File: config.mk
export PLATFORM = sky130hd
export DESIGN_NAME = omcg_ctrl
export DESIGN_NICKNAME = d
export VERILOG_FILES = /design/src/common/omcg_pkg.sv /design/src/rtl/omcg_ctrl.sv
export SDC_FILE = /design/constraint.sdc
export NUM_CORES = 1
export LEC_CHECK = 0
export CELL_PAD_IN_SITES_DETAIL_PLACEMENT = 1
export CELL_PAD_IN_SITES_GLOBAL_PLACEMENT = 1
export CORE_MARGIN = 2
export CORE_UTILIZATION = 49
export DETAILED_ROUTE_END_ITERATION = 10
export DONT_BUFFER_PORTS = 1
export GPL_ROUTABILITY_DRIVEN = 0
export PLACE_DENSITY = 0.78
export SYNTH_ARGS = -nofsm -noshare
export SYNTH_HDL_FRONTEND = slang
export SYNTH_SLANG_ARGS = --single-unit
File: constraint.sdc
create_clock -name pclk -period 2.7 [get_ports pclk]
set_input_delay 0.135 -clock pclk [delete_from_list [all_inputs] [get_ports pclk]]
set_output_delay 0.135 -clock pclk [all_outputs]
set_load 0.02 [all_outputs]
File: src/common/omcg_pkg.sv
// package for the operating-mode and clock-gating controller
// assumes one 100 MHz bus clock; oscillator activity arrives as sampled tick levels
package omcg_pkg;

  localparam logic [7:0] OMCG_SMC_OFS    = 8'h00;
  localparam logic [7:0] OMCG_CFG_OFS    = 8'h04;
  localparam logic [7:0] OMCG_STAT_OFS   = 8'h08;

  localparam int OMCG_DIV_LSB  = 5;
  localparam int OMCG_FWE_BIT  = 4;
  localparam int OMCG_LRDY_BIT = 3;
  localparam int OMCG_HRDY_BIT = 2;
  localparam int OMCG_IOH_BIT  = 1;
  localparam int OMCG_HCS_BIT  = 0;

  localparam logic [2:0] OMCG_DIV_RST = 3'h0;
  localparam logic       OMCG_FWE_RST = 1'b0;
  localparam logic       OMCG_IOH_RST = 1'b1;
  localparam logic       OMCG_HCS_RST = 1'b1;
  localparam logic [5:0] OMCG_CFG_RST = 6'h00;

  localparam logic [10:0] OMCG_XTAL_CYC  = 11'd1024;
  localparam logic [10:0] OMCG_HRC_CYC   = 11'd16;
  localparam logic [10:0] OMCG_LRC_CYC   = 11'd2;

  typedef enum logic [2:0] {
    OMCG_NORMAL, OMCG_SLOW, OMCG_DEEP_SLEEP,
    OMCG_SLEEP_KEEP_SUB, OMCG_IDLE_SYSCLK_OFF, OMCG_IDLE_SYSCLK_ON
  } omcg_mode_e;

  typedef struct packed {
    logic cpu_run;
    logic sysclk_on;
    logic sysclk_low;
    logic high_osc_on;
    logic low_osc_on;
    logic sub_on;
    logic wdt_on;
    logic tbc_on;
  } omcg_gates_s;

  typedef struct packed {
    logic idle_sysclk_keep;
    logic lvd_en;
    logic wdt_en;
    logic wdt_src_sub;
    logic high_src_crystal;
    logic low_src_crystal;
  } omcg_cfg_s;

endpackage

File: src/rtl/omcg_ctrl.sv
// operating-mode controller: APB registers, mode machine, clock gates, ready flags
// assumes halt/wake pulses come from pclk logic; oscillator ticks are asynchronous
`timescale 1ns/1ps
`default_nettype none
module omcg_ctrl (
  input  wire logic               pclk,
  input  wire logic               presetn,
  input  wire logic               psel,
  input  wire logic               penable,
  input  wire logic               pwrite,
  input  wire logic [7:0]         paddr,
  input  wire logic [31:0]        pwdata,
  output logic      [31:0]        prdata,
  output logic                    pready,
  output logic                    pslverr,
  input  wire logic               halt_req,
  input  wire logic               wake_req,
  input  wire logic               high_osc_tick,
  input  wire logic               low_osc_tick,
  output omcg_pkg::omcg_gates_s   gates,
  output logic                    sysclk_tick
);
  import omcg_pkg::*;

  typedef struct packed {
    omcg_mode_e  mode;
    logic [2:0]  div_sel;
    logic        fast_wakeup_enable;
    logic        idle_on_halt;
    logic        high_clock_select;
    omcg_cfg_s   cfg;
    logic        high_osc_ready;
    logic        low_osc_ready;
    logic [10:0] hcnt;
    logic [10:0] lcnt;
    logic [5:0]  divcnt;
    logic [1:0]  hsync;
    logic        hprev;
    logic [1:0]  lsync;
    logic        lprev;
    logic [31:0] prdata;
    logic        pready;
    logic        pslverr;
    omcg_gates_s gates;
    logic        tick;
  } omcg_state_s;

  omcg_state_s st;
  omcg_state_s next_st;

  // terminal count of the divider, zero for the undivided or low-speed clock
  function automatic logic [5:0] div_limit(input logic hsel, input logic [2:0] sel);
    logic [5:0] r;
    r = 6'h00;
    if (!hsel)
    begin
      case (sel)
        3'h2:    r = 6'h3F;
        3'h3:    r = 6'h1F;
        3'h4:    r = 6'h0F;
        3'h5:    r = 6'h07;
        3'h6:    r = 6'h03;
        3'h7:    r = 6'h01;
        default: r = 6'h00;
      endcase
    end
    return r;
  endfunction

  function automatic logic sel_is_low(input logic hsel, input logic [2:0] sel);
    return !hsel && (sel[2:1] == 2'h0);
  endfunction

  logic        setup;
  logic        wr_now;
  logic        hit;
  logic        hedge;
  logic        ledge;
  logic        run_low;
  logic        keep_sub;
  logic [10:0] hlim;
  logic [10:0] llim;
  logic [31:0] rd_smc;
  logic [31:0] rd_cfg;
  logic [31:0] rd_stat;

  always_comb
  begin
    next_st = st;
    setup   = psel && !penable;
    wr_now  = psel && penable && st.pready && pwrite;
    hit     = (paddr == OMCG_SMC_OFS) || (paddr == OMCG_CFG_OFS) || (paddr == OMCG_STAT_OFS);
    hedge   = st.hsync[1] && !st.hprev;
    ledge   = st.lsync[1] && !st.lprev;
    run_low = sel_is_low(st.high_clock_select, st.div_sel);
    keep_sub = st.cfg.lvd_en || (st.cfg.wdt_en && st.cfg.wdt_src_sub);
    hlim    = st.cfg.high_src_crystal ? OMCG_XTAL_CYC : OMCG_HRC_CYC;
    llim    = st.cfg.low_src_crystal ? OMCG_XTAL_CYC : OMCG_LRC_CYC;

    rd_smc = {24'h0, st.div_sel, st.fast_wakeup_enable, st.low_osc_ready,
              st.high_osc_ready, st.idle_on_halt, st.high_clock_select};
    rd_cfg  = {26'h0, st.cfg};
    rd_stat = {16'h0, st.gates,
               2'h0,
               st.mode == OMCG_IDLE_SYSCLK_ON, st.mode == OMCG_IDLE_SYSCLK_OFF,
               st.mode == OMCG_SLEEP_KEEP_SUB, st.mode == OMCG_DEEP_SLEEP,
               st.mode == OMCG_SLOW, st.mode == OMCG_NORMAL};

    // bus: zero-wait access, answer prepared in the setup cycle
    next_st.pready  = setup;
    next_st.pslverr = setup && !hit;
    if (setup)
    begin
      next_st.prdata = 32'h0;
      if (!pwrite)
      begin
        case (paddr)
          OMCG_SMC_OFS:  next_st.prdata = rd_smc;
          OMCG_CFG_OFS:  next_st.prdata = rd_cfg;
          OMCG_STAT_OFS: next_st.prdata = rd_stat;
          default:       next_st.prdata = 32'h0;
        endcase
      end
    end
    if (wr_now && paddr == OMCG_SMC_OFS)
    begin
      // ready flags are hardware status, so bits 3 and 2 are dropped
      next_st.div_sel            = pwdata[OMCG_DIV_LSB +: 3];
      next_st.fast_wakeup_enable = pwdata[OMCG_FWE_BIT];
      next_st.idle_on_halt       = pwdata[OMCG_IOH_BIT];
      next_st.high_clock_select  = pwdata[OMCG_HCS_BIT];
    end
    if (wr_now && paddr == OMCG_CFG_OFS)
      next_st.cfg = pwdata[5:0];

    // oscillator activity synchronisers
    next_st.hsync = {st.hsync[0], high_osc_tick};
    next_st.hprev = st.hsync[1];
    next_st.lsync = {st.lsync[0], low_osc_tick};
    next_st.lprev = st.lsync[1];

    // mode machine
    case (st.mode)
      OMCG_NORMAL, OMCG_SLOW:
      begin
        next_st.mode = run_low ? OMCG_SLOW : OMCG_NORMAL;
        if (halt_req)
        begin
          if (!st.idle_on_halt)
            next_st.mode = (!keep_sub) ? OMCG_DEEP_SLEEP : OMCG_SLEEP_KEEP_SUB;
          else if (st.cfg.idle_sysclk_keep)
            next_st.mode = OMCG_IDLE_SYSCLK_ON;
          else
            next_st.mode = OMCG_IDLE_SYSCLK_OFF;
        end
      end
      OMCG_DEEP_SLEEP, OMCG_SLEEP_KEEP_SUB, OMCG_IDLE_SYSCLK_OFF, OMCG_IDLE_SYSCLK_ON:
      begin
        if (wake_req)
          next_st.mode = run_low ? OMCG_SLOW : OMCG_NORMAL;
      end
      default: next_st.mode = OMCG_NORMAL;
    endcase

    // gates follow the mode being entered so they line up with it
    next_st.gates = '0;
    next_st.gates.sysclk_low = run_low;
    case (next_st.mode)
      OMCG_NORMAL, OMCG_SLOW:
      begin
        next_st.gates.cpu_run     = 1'b1;
        next_st.gates.sysclk_on   = 1'b1;
        next_st.gates.high_osc_on = !run_low;
        next_st.gates.low_osc_on  = 1'b1;
        next_st.gates.sub_on      = 1'b1;
        next_st.gates.wdt_on      = 1'b1;
        next_st.gates.tbc_on      = 1'b1;
      end
      OMCG_DEEP_SLEEP:
        next_st.gates = '0;
      OMCG_SLEEP_KEEP_SUB:
      begin
        next_st.gates.low_osc_on = 1'b1;
        next_st.gates.sub_on     = keep_sub;
        next_st.gates.wdt_on     = keep_sub;
      end
      OMCG_IDLE_SYSCLK_OFF:
      begin
        next_st.gates.low_osc_on = 1'b1;
        next_st.gates.sub_on     = 1'b1;
        next_st.gates.tbc_on     = 1'b1;
        next_st.gates.wdt_on     = st.cfg.wdt_src_sub;
      end
      OMCG_IDLE_SYSCLK_ON:
      begin
        next_st.gates.sysclk_on   = 1'b1;
        next_st.gates.high_osc_on = !run_low;
        next_st.gates.low_osc_on  = 1'b1;
        next_st.gates.sub_on      = 1'b1;
        next_st.gates.wdt_on      = 1'b1;
        next_st.gates.tbc_on      = 1'b1;
      end
      default: next_st.gates = '0;
    endcase

    // ready flags restart their count whenever the oscillator is stopped
    if (!st.gates.high_osc_on)
    begin
      next_st.high_osc_ready = 1'b0;
      next_st.hcnt = 11'h0;
    end
    else if (!st.high_osc_ready && hedge)
    begin
      next_st.hcnt = st.hcnt + 11'h1;
      if (st.hcnt == hlim - 11'h1)
        next_st.high_osc_ready = 1'b1;
    end
    if (!st.gates.low_osc_on)
    begin
      next_st.low_osc_ready = 1'b0;
      next_st.lcnt = 11'h0;
    end
    else if (!st.low_osc_ready && ledge)
    begin
      next_st.lcnt = st.lcnt + 11'h1;
      if (st.lcnt == llim - 11'h1)
        next_st.low_osc_ready = 1'b1;
    end

    // system clock enable pulse: one per selected source edge, divided when asked
    next_st.tick = 1'b0;
    if (st.gates.sysclk_on)
    begin
      if (run_low)
        next_st.tick = ledge;
      else if (hedge)
      begin
        if (st.divcnt >= div_limit(st.high_clock_select, st.div_sel))
        begin
          next_st.divcnt = 6'h0;
          next_st.tick   = 1'b1;
        end
        else
          next_st.divcnt = st.divcnt + 6'h1;
      end
    end
    else
      next_st.divcnt = 6'h0;
  end

  always_ff @(posedge pclk or negedge presetn)
  begin
    if (!presetn)
    begin
      st                    <= '0;
      // synchronisers start high so an oscillator already high at release gives no false edge
      st.hsync              <= 2'h3;
      st.hprev              <= 1'b1;
      st.lsync              <= 2'h3;
      st.lprev              <= 1'b1;
      st.mode               <= OMCG_NORMAL;
      st.div_sel            <= OMCG_DIV_RST;
      st.fast_wakeup_enable <= OMCG_FWE_RST;
      st.idle_on_halt       <= OMCG_IOH_RST;
      st.high_clock_select  <= OMCG_HCS_RST;
      st.cfg                <= OMCG_CFG_RST;
      st.gates              <= 8'hDF;
    end
    else
      st <= next_st;
  end

  assign prdata      = st.prdata;
  assign pready      = st.pready;
  assign pslverr     = st.pslverr;
  assign gates       = st.gates;
  assign sysclk_tick = st.tick;
endmodule
`default_nettype wire

==> implementation parameters <==
Parameter                              Value

Outcome
  Run status    finished clean

Timing
  Number of max-slew violations in the final report    0
  Total setup violations reported at the end of the flow    0
  Clock skew after layout    between 5 and 6 ps
  Slew Limit Headroom    a little over half
  Final TNS setup    0 ps
  Part of the cycle the worst path needs    around nine tenths
  Minimum clock period after layout    roughly 2400 ps
  Timing-limited maximum frequency    about 0.41 GHz
  Setup repair after global routing missed its margin    no
  Final Hold Violating Endpoints    0
  Worst Tran Pin Value    around 690 ps

Floorplan
  Row count    33
  Die outline area    9010 µm²
  Initial cell density of the core    roughly half
  Die X-Extent    94.9 µm
  Core Footprint    a little over 8000 µm²
  Die Ht    approximately 95 µm
  I/O pin count    between 90 and 100

Synth
  Synth cell types    52
  Number of cells produced by synthesis    about 370
  Sequential element share of the synthesized area    between 40% and 50%
  Yosys warns    0
  Async set-reset flop share out of synthesis    100%
  Summed instance area of the synthesized netlist    a little over 4000 µm²
  Synth Flop Type    sky130_fd_sc_hd__dfrtp_1
  Count of flip-flops with a built-in enable after synthesis    0
  Post-synthesis sequential element count    just under 80
  Average instance area after synthesis    around 11 µm²

Critical path
  Critical path fanouts, max    10
  Worst path arrival time    about 2700 ps
  Type of origin of the critical path    flip-flop
  Slowest-stage cell, CP    sky130_fd_sc_hd__dfrtp_1
  Reg-to-Reg Start    rd_smc[6]
  Kind of end point of the critical path    flip-flop
  Classification of the worst setup path    flip-flop to flip-flop
  Cell type with the highest occurrence count on the critical path    sky130_fd_sc_hd__a21o_1
  Cell count of the worst reg-to-reg path    9
  Endpoint of the worst-slack reg-to-reg timing path    st[53]
  Flop-to-flop setup slack    270 ps
  Ordered cell list for the critical path    xor2_1 -> nand2b_1 -> a21o_1 -> ha_1 -> a21o_1 -> a2111o_1 -> a21oi_2 -> a41oi_1 -> a31oi_1
  Crit path largest cell delay    between 400 and 500 ps
  Required time of the critical path    2980 ps

Power
  Power per cell area    573 nW/µm²
  Total power consumption of the routed design    about 0.0024 W
  LEAKAGE    ~1.9 nW
  VDD IR max    about 0.00022 V

Layout
  Multi-input logic area    1770 µm²
  Antenna diode instance count    0
  Commonest non-fill, non-tap cell in the layout    sky130_fd_sc_hd__dfrtp_1
  Sequential Area    ~2000 µm²
  Number of fillers in the final layout    between 900 and 1000
  Net count of the finished layout    around 420
  Share of cells above drive strength 1    between 10% and 20%
  Commonest cells after routing, fill and taps aside    sky130_fd_sc_hd__dfrtp_1, sky130_fd_sc_hd__nand2_1, sky130_fd_sc_hd__and2_1, sky130_fd_sc_hd__a22o_1, sky130_fd_sc_hd__conb_1
  Synthesis-to-finish area growth    5.35%

Clocking
  Number of CTS-inserted buffers    9
  Clock root cell    sky130_fd_sc_hd__clkbuf_8
  Clock insertion delay at the later pin of the skew report    about 360 ps
  Number of sinks on the clock net    between 70 and 80
  TritonCTS clock tree    done
  CTS HTree Levels    3
  Clock-pin slew on the worst setup and hold paths    about 80 ps
  Largest buffer count on any clock path    2

Run
  Max-cap violations    0

Detailed routing
  Post-detailed-route DRC marker count    0
  Antenna violation net count after detailed routing    0
  Vias after detailed routing    between 2000 and 3000
  Post-DR wirelength/cell    18.4 µm
  Detailed Route WL    8720 µm
  Violation count after the first detailed-routing iteration    63
  Initial DRT Pass Iterations    4
  Mean number of vias per cell    about 5.7

Global routing
  Final global-route overflow total    0
  Number of global-route vias before repair    roughly 2900
  Wire length of the first global-routing pass    14300 µm
  Global Route Usage Sum    20.8%
  Number of antenna violations at the first check in global routing    0
  Largest net degree at the start of global routing    79

Placed design
  Port Buffers    0
  Detailed placement HPWL    roughly 6000 µm

Min path
  Startpoint of the tightest hold check path    paddr[3]
  Tightest Hold Check Type    input port to flip-flop
  Hold Crit Endpoint    prdata[5]
  Hold Path Stages    2
## cells by family (layout without fill, tap and decap cells)
kind of cell,after synthesis,after routing,share of synthesized area (%)
XOR/XNOR,16,16,3.46
AO/OA/AOI/OAI,72,72,13.1
adder cells (fa/ha/maj),11,11,3.40
flip-flops,78,78,48.7
buffers and inverters,57,39,9.09
AND/OR/NAND/NOR,117,117,17.1
other,1,16,0.0926
multiplexers,19,19,5.10
## final cells by class
class                      instances  share of cell area (%)
clock inverter                     6                    1.64
clock buffer                      10                    2.99
tap                              105                    3.08
multi-input combinational        251                    41.4
sequential                        78                    46.2
timing repair buffer              16                    4.05
inverter                           7                   0.616
## critical path, delay by kind of cell, from the launching register on
family | cells | cell delay (ps)
xor+xnor | 1 | 190
flops | 1 | 430
fa+ha+maj | 1 | 180
simple gates | 1 | 110
compound gates | 6 | 1450
## state kept, by name, summed over array words and instances, names as in the netlist
name	cells
gates	8
next_st	4
prdata	16
pready	1
pslverr	1
rd_cfg	6
rd_smc	8
st	33
sysclk_tick	1
## power by group
part           total [W]  leakage, nW  internal (W)  switching [W]
logic           0.000225        0.827      0.000101       0.000124
registers        0.00132         1.02       0.00123      0.0000828
clock network   0.000904       0.0895      0.000434       0.000470
## stage by stage
step,util (%),area [µm²],hold slack (ps),std cells,setup WS [ps]
floorplan,-,4110,-161,386,483
global placement,48.3,3910,-158,443,441
detailed placement,48.3,3910,-158,443,262
CTS,52.7,4270,28.2,473,259
global route,52.7,4270,44.4,473,66.8
finish,52.7,4270,43.9,473,273
## Yosys cell counts, types with 2 or more instances
library cell	count	area, µm²
sky130_fd_sc_hd__xnor2_1	12	105
sky130_fd_sc_hd__nand2_1	21	78.8
sky130_fd_sc_hd__buf_4	40	300
sky130_fd_sc_hd__or4_1	3	22.5
sky130_fd_sc_hd__dfstp_2	15	394
sky130_fd_sc_hd__nor4b_1	2	17.5
sky130_fd_sc_hd__and4_1	2	17.5
sky130_fd_sc_hd__nor3_1	3	15.0
sky130_fd_sc_hd__and3b_1	3	26.3
sky130_fd_sc_hd__and3_1	6	37.5
sky130_fd_sc_hd__o21ai_0	11	55.1
sky130_fd_sc_hd__nand3b_1	2	15.0
sky130_fd_sc_hd__inv_1	7	26.3
sky130_fd_sc_hd__a31oi_1	4	25.0
sky130_fd_sc_hd__or3_1	6	37.5
sky130_fd_sc_hd__mux2_2	13	146
sky130_fd_sc_hd__ha_1	11	138
sky130_fd_sc_hd__mux2i_1	6	60.1
sky130_fd_sc_hd__nand3_1	6	30.0
sky130_fd_sc_hd__a41oi_1	3	26.3
sky130_fd_sc_hd__clkbuf_1	6	22.5
sky130_fd_sc_hd__a21boi_0	5	37.5
sky130_fd_sc_hd__nand2b_1	7	43.8
sky130_fd_sc_hd__nor4_1	3	18.8
sky130_fd_sc_hd__o22ai_1	5	31.3
sky130_fd_sc_hd__a21oi_1	7	35.0
sky130_fd_sc_hd__buf_2	3	15.0
sky130_fd_sc_hd__o21a_1	2	15.0
sky130_fd_sc_hd__o32a_1	2	20.0
sky130_fd_sc_hd__xor2_1	4	35.0
sky130_fd_sc_hd__nor2b_1	6	37.5
sky130_fd_sc_hd__a32o_1	2	20.0
sky130_fd_sc_hd__and2_1	20	125
sky130_fd_sc_hd__nor2_1	14	52.6
sky130_fd_sc_hd__a22o_1	16	140
sky130_fd_sc_hd__nand4_1	9	56.3
sky130_fd_sc_hd__a21o_1	7	52.6
sky130_fd_sc_hd__dfrtp_1	63	1580
## how the worst max path moves through the flow
stage	startpoint	endpoint	slack [ps]	depth (start not counted)
finish	rd_smc[6]	st[53]	270	9
global route	rd_smc[6]	st[53]	70	9
CTS	rd_smc[6]	st[53]	260	9
detailed placement	rd_smc[6]	st[53]	260	9
global placement	rd_smc[6]	st[53]	440	9
floorplan	rd_smc[6]	st[53]	480	10
## metal layers
metal	vias to the layer above	GRT usage, %	wire (µm)
met5	-	0	0
met4	0	9.18	270
met3	22	4.95	395
met2	67	35.0	4250
met1	1344	25.4	3800
li1	1259	-	-
## timing repair
item / in CTS / in global routing
setup buffers: 0 / 0
hold buffers: 14 / 0
hold endpoints to repair: 93 / 0
gates resized for setup: 0 / 0
(Power assumes the default switching activity.)
